File: src/rpch_consts.svh
// rpch_consts.svh: offsets, defaults and timing of the rectifier command handler
`ifndef RPCH_CONSTS_SVH
`define RPCH_CONSTS_SVH
// command codes
`define RPCH_C_OPER 8'h01
`define RPCH_C_CLRF 8'h03
`define RPCH_C_WPROT 8'h10
`define RPCH_C_RSTF 8'h12
`define RPCH_C_RSTU 8'h16
`define RPCH_C_STOU 8'h17
`define RPCH_C_RSTS 8'h18
`define RPCH_C_VMODE 8'h20
`define RPCH_C_VCMD 8'h21
`define RPCH_C_VINON 8'h35
`define RPCH_C_VINOFF 8'h36
`define RPCH_C_FCFG 8'h3A
`define RPCH_C_FAN1 8'h3B
`define RPCH_C_FAN2 8'h3C
`define RPCH_C_OVTRIP 8'h40
`define RPCH_C_OVACT 8'h41
`define RPCH_C_OVWARN 8'h42
`define RPCH_C_UVWARN 8'h43
`define RPCH_C_UVTRIP 8'h44
`define RPCH_C_UVACT 8'h45
`define RPCH_C_OCTRIP 8'h46
`define RPCH_C_OCACT 8'h47
`define RPCH_C_OCWARN 8'h4A
`define RPCH_C_OTTRIP 8'h4F
`define RPCH_C_STVOUT 8'h7A
`define RPCH_C_STCML 8'h7E
// data codes
`define RPCH_ON 8'h80
`define RPCH_OFF 8'h00
`define RPCH_WP_ALL 8'h00
`define RPCH_WP_NONE 8'h80
`define RPCH_WP_OPER 8'h40
`define RPCH_FAN_MAX 8'h64
`define RPCH_ACT_LATCH 8'h80
`define RPCH_ACT_RESTART 8'hC0
`define RPCH_OC_LATCH 8'hC0
`define RPCH_OC_HICCUP 8'hF8
// setpoint scale 400 per volt: 48 V and 56 V
`define RPCH_VSET_MIN 16'h4B00
`define RPCH_VSET_MAX 16'h5780
// factory defaults (54 V, 59 V, 56 V, 45 V, 44 V at 400 per volt)
`define RPCH_D_VCMD 16'h5460
`define RPCH_D_OVTRIP 16'h5C30
`define RPCH_D_OVWARN 16'h5780
`define RPCH_D_UVWARN 16'h4650
`define RPCH_D_UVTRIP 16'h44C0
`define RPCH_D_OCTRIP 16'h0250
`define RPCH_D_OCWARN 16'h0241
`define RPCH_D_OTTRIP 16'h0078
`define RPCH_D_OVACT 8'h80
`define RPCH_VMODE 8'h17
`define RPCH_VIN_LL_ON 16'h005A
`define RPCH_VIN_LL_OFF 16'h0055
`define RPCH_VIN_HL_ON 16'h00B4
`define RPCH_VIN_HL_OFF 16'h00AF
// status bit positions
`define RPCH_CML_CMD 7
`define RPCH_CML_DATA 6
`define RPCH_CML_PEC 5
`define RPCH_SV_OVF 7
`define RPCH_SV_OVW 6
`define RPCH_SV_UVW 5
`define RPCH_SV_UVF 4
// timing
`define RPCH_CLK_KHZ 50000
`define RPCH_RETRY_MS 1000
`define RPCH_WINDOW_MS 60000
`define RPCH_SHUT_LIMIT 2'd3
`endif

File: src/rpch_pkg.sv
// rpch_pkg.sv: types of the rectifier command handler
package rpch_pkg;
  typedef logic [7:0] rpch_code_t;
  typedef logic [15:0] rpch_word_t;
  // overvoltage recovery: run, wait before retry, latched off (gray coded)
  typedef enum logic [1:0] {RPCH_OV_RUN = 2'b00, RPCH_OV_WAIT = 2'b01,
    RPCH_OV_LATCH = 2'b11} rpch_ov_e;
endpackage

File: src/rpch_top.sv
// rpch_top.sv: command decode, registers and overvoltage recovery of the rectifier
//
// Functional notes
// - on/off takes 0x80 or 0x00; powers up on
// - clear-faults clears status, alert of controlling side
// - clear from non-controlling side changes nothing
// - persisting fault sets status and alert again
// - write lock 00, 80, 40; resets zero
// - reads of supported codes always succeed; lock writes never blocked by the lock
// - lock register never stored as user default
// - restore-factory reloads fixed factory defaults
// - restore-user reloads all user defaults
// - store/restore single register user default
// - format register reads linear, fixed exponent
// - setpoint is volts times 400, 16 bit
// - setpoint accepted only 48 to 56 volts
// - software setpoint overrides pin until reset
// - input thresholds read-only, depend on line mode
// - fan duty percent, zero internal, overrange error
// - second fan code rejected as invalid command
// - overvoltage: retries one second apart, then latch
// - window ends early: count cleared, new window
// - latch cleared by off-on cycle; clears status
// - alert when output above overvoltage warning
// - comm status bits 7 cmd, 6 data, 5 pec
`timescale 1ns/1ps
`include "rpch_consts.svh"
module rpch_top #(
  parameter logic [31:0] RETRY_CYCLES = 32'(`RPCH_RETRY_MS * `RPCH_CLK_KHZ),
  parameter logic [31:0] WINDOW_CYCLES = 32'(64'(`RPCH_WINDOW_MS) * `RPCH_CLK_KHZ)
) (
  input wire logic mclk,
  input wire logic reset_n,
  input wire logic cmd_valid, // one-cycle command strobe
  input wire logic cmd_write,
  input wire rpch_pkg::rpch_code_t cmd_code,
  input wire rpch_pkg::rpch_word_t cmd_data,
  input wire logic cmd_side, // bus side of the request, 0 = a, 1 = b
  input wire logic ctrl_side, // bus side currently in control
  input wire logic pec_error, // one-cycle pulse: packet check failed
  input wire logic onoff_pin, // high = output enabled by hardware
  input wire rpch_pkg::rpch_word_t voltage_program_pin,
  input wire logic high_line,
  input wire logic ov_fault_in, // overvoltage detected by power stage
  input wire rpch_pkg::rpch_word_t vout_meas,
  output logic rsp_valid,
  output logic rsp_ok,
  output rpch_pkg::rpch_word_t rsp_data,
  output logic out_enable,
  output rpch_pkg::rpch_word_t vout_target,
  output logic [7:0] fan_duty, // 0 = internal control
  output logic alert_a_n,
  output logic alert_b_n
);
  import rpch_pkg::*;
  localparam int NREG = 13;

  ////////////////////////////////////////////////////////////////////////////
  // register index map shared by access, store and restore
  function automatic logic [4:0] reg_idx(input rpch_code_t c);
    case (c)
      `RPCH_C_OPER: reg_idx = 5'h00;
      `RPCH_C_VCMD: reg_idx = 5'h01;
      `RPCH_C_FCFG: reg_idx = 5'h02;
      `RPCH_C_FAN1: reg_idx = 5'h03;
      `RPCH_C_OVTRIP: reg_idx = 5'h04;
      `RPCH_C_OVWARN: reg_idx = 5'h05;
      `RPCH_C_UVWARN: reg_idx = 5'h06;
      `RPCH_C_UVTRIP: reg_idx = 5'h07;
      `RPCH_C_UVACT: reg_idx = 5'h08;
      `RPCH_C_OCTRIP: reg_idx = 5'h09;
      `RPCH_C_OCACT: reg_idx = 5'h0A;
      `RPCH_C_OCWARN: reg_idx = 5'h0B;
      `RPCH_C_OTTRIP: reg_idx = 5'h0C;
      default: reg_idx = 5'h1F; // not a stored register
    endcase
  endfunction

  // factory defaults, fixed in logic so they cannot be altered
  function automatic rpch_word_t fdef(input int i);
    case (i)
      0: fdef = {8'h00, `RPCH_ON};
      1: fdef = `RPCH_D_VCMD;
      4: fdef = `RPCH_D_OVTRIP;
      5: fdef = `RPCH_D_OVWARN;
      6: fdef = `RPCH_D_UVWARN;
      7: fdef = `RPCH_D_UVTRIP;
      8: fdef = {8'h00, `RPCH_ACT_RESTART};
      9: fdef = `RPCH_D_OCTRIP;
      10: fdef = {8'h00, `RPCH_OC_HICCUP};
      11: fdef = `RPCH_D_OCWARN;
      12: fdef = `RPCH_D_OTTRIP;
      default: fdef = 16'h0000; // duty control, fans internal
    endcase
  endfunction

  // data legality per register
  function automatic logic data_ok(input logic [4:0] i, input rpch_word_t d);
    case (i)
      5'h00: data_ok = d[7:0] == `RPCH_ON || d[7:0] == `RPCH_OFF;
      5'h01: data_ok = d >= `RPCH_VSET_MIN && d <= `RPCH_VSET_MAX;
      5'h03: data_ok = d[7:0] <= `RPCH_FAN_MAX;
      5'h08: data_ok = d[7:0] == `RPCH_ACT_LATCH || d[7:0] == `RPCH_ACT_RESTART;
      5'h0A: data_ok = d[7:0] == `RPCH_OC_LATCH || d[7:0] == `RPCH_OC_HICCUP;
      default: data_ok = 1'b1;
    endcase
  endfunction

  ////////////////////////////////////////////////////////////////////////////
  // state
  rpch_word_t regs_r [NREG]; // operating registers
  rpch_word_t udef_r [NREG]; // user default set
  logic [7:0] wp_r; // write lock
  logic sw_set_r; // software owns the setpoint
  logic [7:0] cml_r; // communication status
  logic [7:0] vstat_r; // output voltage status
  rpch_ov_e ov_st_r;
  logic [1:0] shut_cnt_r; // shutdowns in current window
  logic [31:0] retry_cnt_r;
  logic [31:0] win_cnt_r;
  logic win_act_r;
  logic op_on_d_r; // previous on/off command state
  logic pin_d_r; // previous hardware pin

  // decode of the present command
  logic [4:0] idx;
  logic [4:0] tidx; // target of store/restore single
  logic is_clr_ctrl;
  logic wr_allowed;
  logic restart;
  logic ov_trip;
  logic win_end;
  assign idx = reg_idx(cmd_code);
  assign tidx = reg_idx(cmd_data[7:0]);
  // clear is a send-only command; a read of its code is an unsupported access
  assign is_clr_ctrl = cmd_valid && cmd_write && cmd_code == `RPCH_C_CLRF &&
    cmd_side == ctrl_side;
  // lock gating; the lock register itself is always writable
  assign wr_allowed = cmd_code == `RPCH_C_WPROT || wp_r == `RPCH_WP_ALL ||
    (wp_r == `RPCH_WP_OPER && cmd_code == `RPCH_C_OPER);
  // off then on, by command or by pin
  assign restart = (regs_r[0][7] && !op_on_d_r) || (onoff_pin && !pin_d_r);
  assign ov_trip = ov_st_r == RPCH_OV_RUN && out_enable && ov_fault_in;
  assign win_end = win_act_r && win_cnt_r >= WINDOW_CYCLES - 32'd1;

  ////////////////////////////////////////////////////////////////////////////
  // command execution and response; rejected writes change no register, only the comm status
  logic rej_cmd; // unsupported or read-only or locked
  logic rej_data;
  logic do_wr;
  always_comb
  begin
    rej_cmd = 1'b0;
    rej_data = 1'b0;
    do_wr = 1'b0;
    if (cmd_valid && cmd_write)
    begin
      case (cmd_code)
        `RPCH_C_CLRF, `RPCH_C_WPROT, `RPCH_C_RSTF, `RPCH_C_RSTU: ;
        `RPCH_C_STOU, `RPCH_C_RSTS: rej_data = tidx == 5'h1F; // lock has no slot
        default:
        begin
          if (idx == 5'h1F)
            rej_cmd = 1'b1; // read-only or unknown code
          else
            rej_data = !data_ok(idx, cmd_data);
        end
      endcase
      if (cmd_code == `RPCH_C_WPROT)
        rej_data = cmd_data[7:0] != `RPCH_WP_ALL && cmd_data[7:0] != `RPCH_WP_NONE &&
          cmd_data[7:0] != `RPCH_WP_OPER;
      if (!wr_allowed && cmd_code != `RPCH_C_CLRF)
        rej_cmd = 1'b1;
      do_wr = !rej_cmd && !rej_data;
    end
  end

  // operating registers and user defaults
  always_ff @(posedge mclk or negedge reset_n)
  begin
    if (!reset_n)
    begin
      for (int i = 0; i < NREG; i++)
      begin
        regs_r[i] <= fdef(i);
        udef_r[i] <= fdef(i);
      end
    end
    else if (do_wr)
    begin
      case (cmd_code)
        `RPCH_C_RSTF:
          for (int i = 0; i < NREG; i++)
            regs_r[i] <= fdef(i);
        `RPCH_C_RSTU:
          for (int i = 0; i < NREG; i++)
            regs_r[i] <= udef_r[i];
        `RPCH_C_STOU: udef_r[tidx[3:0]] <= regs_r[tidx[3:0]];
        `RPCH_C_RSTS: regs_r[tidx[3:0]] <= udef_r[tidx[3:0]];
        `RPCH_C_CLRF, `RPCH_C_WPROT: ;
        // only the low byte is checked, so the upper byte must not be kept
        `RPCH_C_OPER: regs_r[0] <= {8'h00, cmd_data[7:0]};
        default: regs_r[idx[3:0]] <= cmd_data;
      endcase
    end
  end

  // write lock, reset to all writes enabled
  always_ff @(posedge mclk or negedge reset_n)
  begin
    if (!reset_n)
      wp_r <= `RPCH_WP_ALL;
    else if (do_wr && cmd_code == `RPCH_C_WPROT)
      wp_r <= cmd_data[7:0];
  end

  // once software writes the setpoint the pin is ignored until power loss
  always_ff @(posedge mclk or negedge reset_n)
  begin
    if (!reset_n)
      sw_set_r <= 1'b0;
    else if (do_wr && cmd_code == `RPCH_C_VCMD)
      sw_set_r <= 1'b1;
  end

  // read mux and response strobe; reads never depend on the lock
  always_ff @(posedge mclk or negedge reset_n)
  begin
    if (!reset_n)
    begin
      rsp_valid <= 1'b0;
      rsp_ok <= 1'b0;
      rsp_data <= 16'h0000;
    end
    else
    begin
      rsp_valid <= cmd_valid;
      rsp_ok <= cmd_write ? do_wr : 1'b1;
      rsp_data <= 16'h0000;
      if (cmd_valid && !cmd_write)
      begin
        case (cmd_code)
          `RPCH_C_WPROT: rsp_data <= {8'h00, wp_r};
          `RPCH_C_VMODE: rsp_data <= {8'h00, `RPCH_VMODE};
          `RPCH_C_VINON: rsp_data <= high_line ? `RPCH_VIN_HL_ON : `RPCH_VIN_LL_ON;
          `RPCH_C_VINOFF: rsp_data <= high_line ? `RPCH_VIN_HL_OFF : `RPCH_VIN_LL_OFF;
          `RPCH_C_OVACT: rsp_data <= {8'h00, `RPCH_D_OVACT};
          `RPCH_C_STVOUT: rsp_data <= {8'h00, vstat_r};
          `RPCH_C_STCML: rsp_data <= {8'h00, cml_r};
          default:
          begin
            if (idx != 5'h1F)
              rsp_data <= regs_r[idx[3:0]];
            else
              rsp_ok <= 1'b0; // unsupported code, incl. second fan
          end
        endcase
      end
    end
  end

  ////////////////////////////////////////////////////////////////////////////
  // status: events set, controlling-side clear or restart clears; set wins
  logic bad_read;
  assign bad_read = cmd_valid && !cmd_write && idx == 5'h1F && !(cmd_code inside
    {`RPCH_C_WPROT, `RPCH_C_VMODE, `RPCH_C_VINON, `RPCH_C_VINOFF, `RPCH_C_OVACT,
     `RPCH_C_STVOUT, `RPCH_C_STCML});
  always_ff @(posedge mclk or negedge reset_n)
  begin
    if (!reset_n)
      cml_r <= 8'h00;
    else
    begin
      if (is_clr_ctrl || restart)
        cml_r <= 8'h00;
      if (rej_cmd || bad_read)
        cml_r[`RPCH_CML_CMD] <= 1'b1;
      if (rej_data)
        cml_r[`RPCH_CML_DATA] <= 1'b1;
      if (pec_error)
        cml_r[`RPCH_CML_PEC] <= 1'b1;
    end
  end

  // live conditions re-set their bits in the same cycle as a clear
  always_ff @(posedge mclk or negedge reset_n)
  begin
    if (!reset_n)
      vstat_r <= 8'h00;
    else
    begin
      if (is_clr_ctrl || restart)
        vstat_r <= 8'h00;
      if (ov_trip)
        vstat_r[`RPCH_SV_OVF] <= 1'b1;
      if (vout_meas > regs_r[5])
        vstat_r[`RPCH_SV_OVW] <= 1'b1;
      if (vout_meas < regs_r[6])
        vstat_r[`RPCH_SV_UVW] <= 1'b1;
      if (out_enable && vout_meas < regs_r[7])
        vstat_r[`RPCH_SV_UVF] <= 1'b1;
    end
  end

  // alert only on the side in control, from the sticky status
  always_ff @(posedge mclk or negedge reset_n)
  begin
    if (!reset_n)
    begin
      alert_a_n <= 1'b1;
      alert_b_n <= 1'b1;
    end
    else
    begin
      alert_a_n <= !((|vstat_r || |cml_r) && !ctrl_side);
      alert_b_n <= !((|vstat_r || |cml_r) && ctrl_side);
    end
  end

  ////////////////////////////////////////////////////////////////////////////
  // overvoltage recovery: retry each second, latch on the third trip in a window
  always_ff @(posedge mclk or negedge reset_n)
  begin
    if (!reset_n)
    begin
      ov_st_r <= RPCH_OV_RUN;
      shut_cnt_r <= 2'd0;
      retry_cnt_r <= 32'd0;
    end
    else if (restart)
    begin
      ov_st_r <= RPCH_OV_RUN;
      shut_cnt_r <= 2'd0;
    end
    else
    begin
      if (win_end && ov_st_r != RPCH_OV_LATCH)
        shut_cnt_r <= 2'd0;
      case (ov_st_r)
        RPCH_OV_RUN:
        begin
          if (ov_trip)
          begin
            shut_cnt_r <= win_end ? 2'd1 : shut_cnt_r + 2'd1;
            retry_cnt_r <= 32'd0;
            if (!win_end && shut_cnt_r + 2'd1 >= `RPCH_SHUT_LIMIT)
              ov_st_r <= RPCH_OV_LATCH;
            else
              ov_st_r <= RPCH_OV_WAIT;
          end
        end
        RPCH_OV_WAIT:
        begin
          retry_cnt_r <= retry_cnt_r + 32'd1;
          if (retry_cnt_r >= RETRY_CYCLES - 32'd1)
            ov_st_r <= RPCH_OV_RUN;
        end
        RPCH_OV_LATCH: ; // held until off-on cycle
        default: ov_st_r <= RPCH_OV_RUN;
      endcase
    end
  end

  // one-minute window opened by the first trip
  always_ff @(posedge mclk or negedge reset_n)
  begin
    if (!reset_n)
    begin
      win_act_r <= 1'b0;
      win_cnt_r <= 32'd0;
    end
    else if (restart || win_end)
    begin
      win_act_r <= ov_trip && !restart; // a trip at expiry starts the next window
      win_cnt_r <= 32'd0;
    end
    else if (ov_trip && !win_act_r)
      win_act_r <= 1'b1;
    else if (win_act_r)
      win_cnt_r <= win_cnt_r + 32'd1;
  end

  ////////////////////////////////////////////////////////////////////////////
  // outputs toward the power stage and fans
  always_ff @(posedge mclk or negedge reset_n)
  begin
    if (!reset_n)
    begin
      op_on_d_r <= 1'b1;
      pin_d_r <= 1'b1;
      out_enable <= 1'b0;
      vout_target <= `RPCH_D_VCMD;
      fan_duty <= 8'h00;
    end
    else
    begin
      op_on_d_r <= regs_r[0][7];
      pin_d_r <= onoff_pin;
      out_enable <= regs_r[0][7] && onoff_pin && ov_st_r == RPCH_OV_RUN && !ov_trip;
      vout_target <= sw_set_r ? regs_r[1] : voltage_program_pin;
      fan_duty <= regs_r[3][7:0];
    end
  end

  ////////////////////////////////////////////////////////////////////////////
  // checks
  property p_oper_vals;
    @(posedge mclk) disable iff (!reset_n) regs_r[0] == 16'h0080 || regs_r[0] == 16'h0000;
  endproperty
  a_oper_vals: assert property (p_oper_vals) else $error("bad on/off value");
  property p_clr_ctrl;
    @(posedge mclk) disable iff (!reset_n) is_clr_ctrl && !pec_error |=> cml_r == 8'h00;
  endproperty
  a_clr_ctrl: assert property (p_clr_ctrl) else $error("clear did not clear");
  property p_clr_other;
    @(posedge mclk) disable iff (!reset_n)
      cmd_valid && cmd_write && cmd_code == `RPCH_C_CLRF && cmd_side != ctrl_side &&
      !pec_error && !restart
      |=> $stable(cml_r);
  endproperty
  a_clr_other: assert property (p_clr_other) else $error("foreign clear acted");
  property p_wp_vals;
    @(posedge mclk) disable iff (!reset_n) wp_r inside {8'h00, 8'h40, 8'h80};
  endproperty
  a_wp_vals: assert property (p_wp_vals) else $error("bad lock value");
  property p_store_wp;
    @(posedge mclk) disable iff (!reset_n) cmd_valid && cmd_write &&
      cmd_code == `RPCH_C_STOU && cmd_data[7:0] == `RPCH_C_WPROT && wr_allowed
      |=> cml_r[`RPCH_CML_DATA] && !rsp_ok;
  endproperty
  a_store_wp: assert property (p_store_wp) else $error("lock stored");
  property p_vset_range;
    @(posedge mclk) disable iff (!reset_n) regs_r[1] >= `RPCH_VSET_MIN && regs_r[1] <= `RPCH_VSET_MAX;
  endproperty
  a_vset_range: assert property (p_vset_range) else $error("setpoint out of range");
  property p_fan_cmd2;
    @(posedge mclk) disable iff (!reset_n)
      cmd_valid && cmd_code == `RPCH_C_FAN2 |=> cml_r[`RPCH_CML_CMD] && !rsp_ok && rsp_valid;
  endproperty
  a_fan_cmd2: assert property (p_fan_cmd2) else $error("second fan code accepted");
  property p_latch_off;
    @(posedge mclk) disable iff (!reset_n) ov_st_r == RPCH_OV_LATCH ##1 ov_st_r == RPCH_OV_LATCH
      |-> !out_enable;
  endproperty
  a_latch_off: assert property (p_latch_off) else $error("output on while latched");
  property p_ov_warn;
    @(posedge mclk) disable iff (!reset_n)
      vout_meas > regs_r[5] |=> vstat_r[`RPCH_SV_OVW] ##1 (ctrl_side ? !alert_b_n : !alert_a_n);
  endproperty
  a_ov_warn: assert property (p_ov_warn) else $error("no alert above warning");
  c_latch: cover property (@(posedge mclk) disable iff (!reset_n) ov_st_r == RPCH_OV_LATCH);
  c_retry: cover property (@(posedge mclk) disable iff (!reset_n)
    ov_st_r == RPCH_OV_WAIT ##1 ov_st_r == RPCH_OV_RUN);
  c_sw_set: cover property (@(posedge mclk) disable iff (!reset_n) $rose(sw_set_r));
endmodule

File: config.mk
export PLATFORM = sky130hd
export DESIGN_NAME = rpch_top
export DESIGN_NICKNAME = d
export VERILOG_FILES = /design/src/rpch_pkg.sv /design/src/rpch_top.sv
export VERILOG_INCLUDE_DIRS = /design/src
export SDC_FILE = /design/constraint.sdc
export NUM_CORES = 2
export LEC_CHECK = 0
export ABC_AREA = 1
export BUFFER_PORTS_ARGS = -buffer_cell sky130_fd_sc_hd__buf_2
export CAP_MARGIN = 20
export CORE_MARGIN = 8
export CORE_UTILIZATION = 50
export DETAILED_ROUTE_END_ITERATION = 8
export PLACE_DENSITY = 0.66
export SLEW_MARGIN = 20
export SYNTH_ARGS = -nofsm -noshare
export SYNTH_HDL_FRONTEND = slang
export SYNTH_SLANG_ARGS = --single-unit
export TNS_END_PERCENT = 100
File: constraint.sdc
create_clock -name mclk -period 4.9 [get_ports mclk]
set_input_delay 0.735 -clock mclk [delete_from_list [all_inputs] [get_ports mclk]]
set_output_delay 0.735 -clock mclk [all_outputs]
set_load 0.05 [all_outputs]
==> results.ini <==
[routing]
drtIter0Drc=5888
routed_wl_um=177000
drcViolationCount=0
ant_nets=0
drtPass1Iterations=7
viasPerCell=5.96
wire_per_inst_um=26.2
vias=40500

[synthesis]
netlist_top_cells_count=2636 x nand2_1, 507 x inv_1, 451 x dfrtp_1
async_reset_ff_share_pct=100
ys_seq_elements=548
yosysMostFrequentCell=nand2_1
synth_top_family_by_area=simple AND/OR/NAND/NOR gates
yosys_warnings=0
synth_top_cell_area_share_pct=30.6
syn_area_per_cell_um2=6.42
netlist_area_mm2=0.0368
synth_nets=5851
ys.flop_type=dfrtp_1
synth-edff-count=0
ys_types=64
synth_area_leader_cell=dfrtp_1
yosys-top-cells-area=dfrtp_1 31%, nand2_1 27%, dfstp_2 6.9%
synth_compound_gate_area_share_pct=9.84
synth_seq_area_share_pct=37.6
synthAdderAreaFrac_pct=1.66
synthMuxAreaShare_pct=0.0272
synth_xor_area_share_pct=0.262
syn_inst=5736
yosys.area_share.simple_pct=40.7

[sta]
skew_ps=29.7
fin_hold_ws_ps=88.1
finalWorstSetupSlack_ps=755
period_needed_ps=4140
setup_viol=0
hold_viol_final=0
finalCritPeriodShare_pct=84.6
tns_ps=0
worstMarginPinSlew_ps=1110
grt_setup_unrepaired=no
worst_slew_margin_rel_pct=25.5
finalMaxSlewViolations=0
max_freq_ghz=0.241

[setup_path]
critPathKind=input port to register
end_kind=register
critPathMaxFanout=30
cp.arrival_ps=4660
worst_setup_path_start_kind=input port
cp_data_required_time_ps=5410
reg2reg_depth=11

[worst_hold_path]
min-delay-path-class=input port to asynchronous set/reset pin

[power]
p_total_uw=10800
p_leak_uw=0.0201
ir_drop_uv=293
powerDensity_mw_per_mm2=265

[cts]
postCtsResizedCells=0
postCtsSetupRepairBufs=0
clockBufferDepth=3
cts_tree=yes
cts_max_level=3
ctsHoldBuffers=0
worstSkewPairLatency_ps=640
cts.sinks=548
cts_root_buf=clkbuf_16
path_clk_slew_ps=60
numCtsBuffers=67

[floorplan]
start_util_pct=50.5
num_rows=99
core_mm2=0.0730
die-area_mm2=0.0826
die_h_um=287
fp.dieW_um=287
pin_count=111

[grt]
grt_pass1_vias=36600
grt_pass1_wl_um=254000
grt_usage_pct=41.7
grt_antenna_before_repair=10
grt_start_max_net_pins=156
overflow=0

[placed_design]
place.gp.congestion=1.12
placed_area_mm2=0.0385
hpwl_um=129000
port_buffers=110
pre_cts_ws_ps=445

[cells_and_area]
drive_gt1_share_pct=10.3
nets=5884
syn_to_final_growth_pct=10.7
design_area_mm2=0.0408

[run_status]
status=finished, final reports clean

[flow_run]
cap_violations=0

-- final cells by class --
class / count / area, um2
Sequential cell: 548 / 13800
Clock buffer: 99 / 1940
Timing Repair Buffer: 273 / 1970
Clock inverter: 23 / 314
Multi-Input combinational cell: 4314 / 19400
Tap cell: 959 / 1200
Fill cell: 7382 / 32200
Antenna cell: 3 / 7.51
Inverter: 565 / 2130
-- worst max-delay path: stages --
cell     delay (ps)
buf_2           440
inv_2           100
nand2_1         120
nor2_1           80
nand2_1         100
buf_4           360
nand3_2         190
nor2_8          380
o21ai_4         230
buf_12          230
a22oi_1         190
a21oi_1         120
a21oi_1         590
nand3_1         210
buf_4           290
nand2_1         110
nand2_1          60
-- cells in the final DEF, fill, tap and decap left out, types with 7 or more instances in the layout --
master        n
nor2_1      378
o21a_1        7
o21ai_0     149
clkinv_2      9
xor2_1        8
clkbuf_16    68
nand3_1     268
buf_12       15
nor2_8       22
nor3_1       53
nand4_1     137
a21oi_1     320
clkbuf_8     12
clkinv_1      8
clkbuf_1     19
dfstp_2      97
inv_2        49
a22oi_1      32
nand3b_1     34
buf_2       109
nand2_2      11
nor4_1        8
o21ai_1      32
o211ai_1      7
buf_4       148
ha_1         49
dfrtp_1     451
inv_1       507
o22ai_1      80
nand2_1    2636
nor2_2       17
-- registers in the layout, indices dropped and copies added (netlist names), 2 cells and up --
| signal | count |
|---|---|
| wp_r | 8 |
| regs_r | 208 |
| vstat_r | 4 |
| win_cnt_r | 32 |
| rsp_data | 16 |
| ov_st_r | 2 |
| retry_cnt_r | 32 |
| fan_duty | 8 |
| cml_r | 3 |
| shut_cnt_r | 2 |
| udef_r | 208 |
| vout_target | 16 |
-- cells by family (layout without fill, tap and decap cells) --
family / after synthesis / after routing
DFF: 548 / 548
AOI/OAI and AO/OA: 660 / 660
other: 0 / 3
buffers and inverters: 874 / 960
muxes: 1 / 1
and+or+nand+nor: 3593 / 3593
adders and majority gates: 49 / 49
xor gates and xnor gates: 11 / 11
-- routing by layer --
metal  wire (um)  GRT usage (%)  vias up
met2       69300           56.6     2816
met5          46              0        -
li1            -              -    18200
met4       11800           22.6        6
met3       27300           16.8      533
met1       69000           56.1    19000
-- where the power goes --
group	internal (uW)	leakage (uW)	switching, uW
sequential	4590	0.00725	45.4
clock	3070	0.00110	2160
combinational	232	0.0118	704
total	7900	0.0201	2910
-- path summary, 6_finish.rpt --
check	start	end	slack [ps]
max in group asynchronous	reset_n	win_cnt_r[4]	3620
min	reset_n	udef_r[125]	90
min reg2reg	regs_r[145]	fan_duty[1]	420
min in group mclk	onoff_pin	pin_d_r	240
max	cmd_data[3]	udef_r[65]	760
max reg2reg	regs_r[199]	win_cnt_r[31]	1670
-- per-stage QoR --
stage / cells / util, %
final: 6784 / 55.9
after global routing: 6781 / 55.9
after floorplan: 5736 / -
after detailed placement: 6659 / 52.8
after CTS: 6781 / 55.9
after global placement: 6659 / 52.8
No activity file was read; power rests on OpenSTA's default activity.
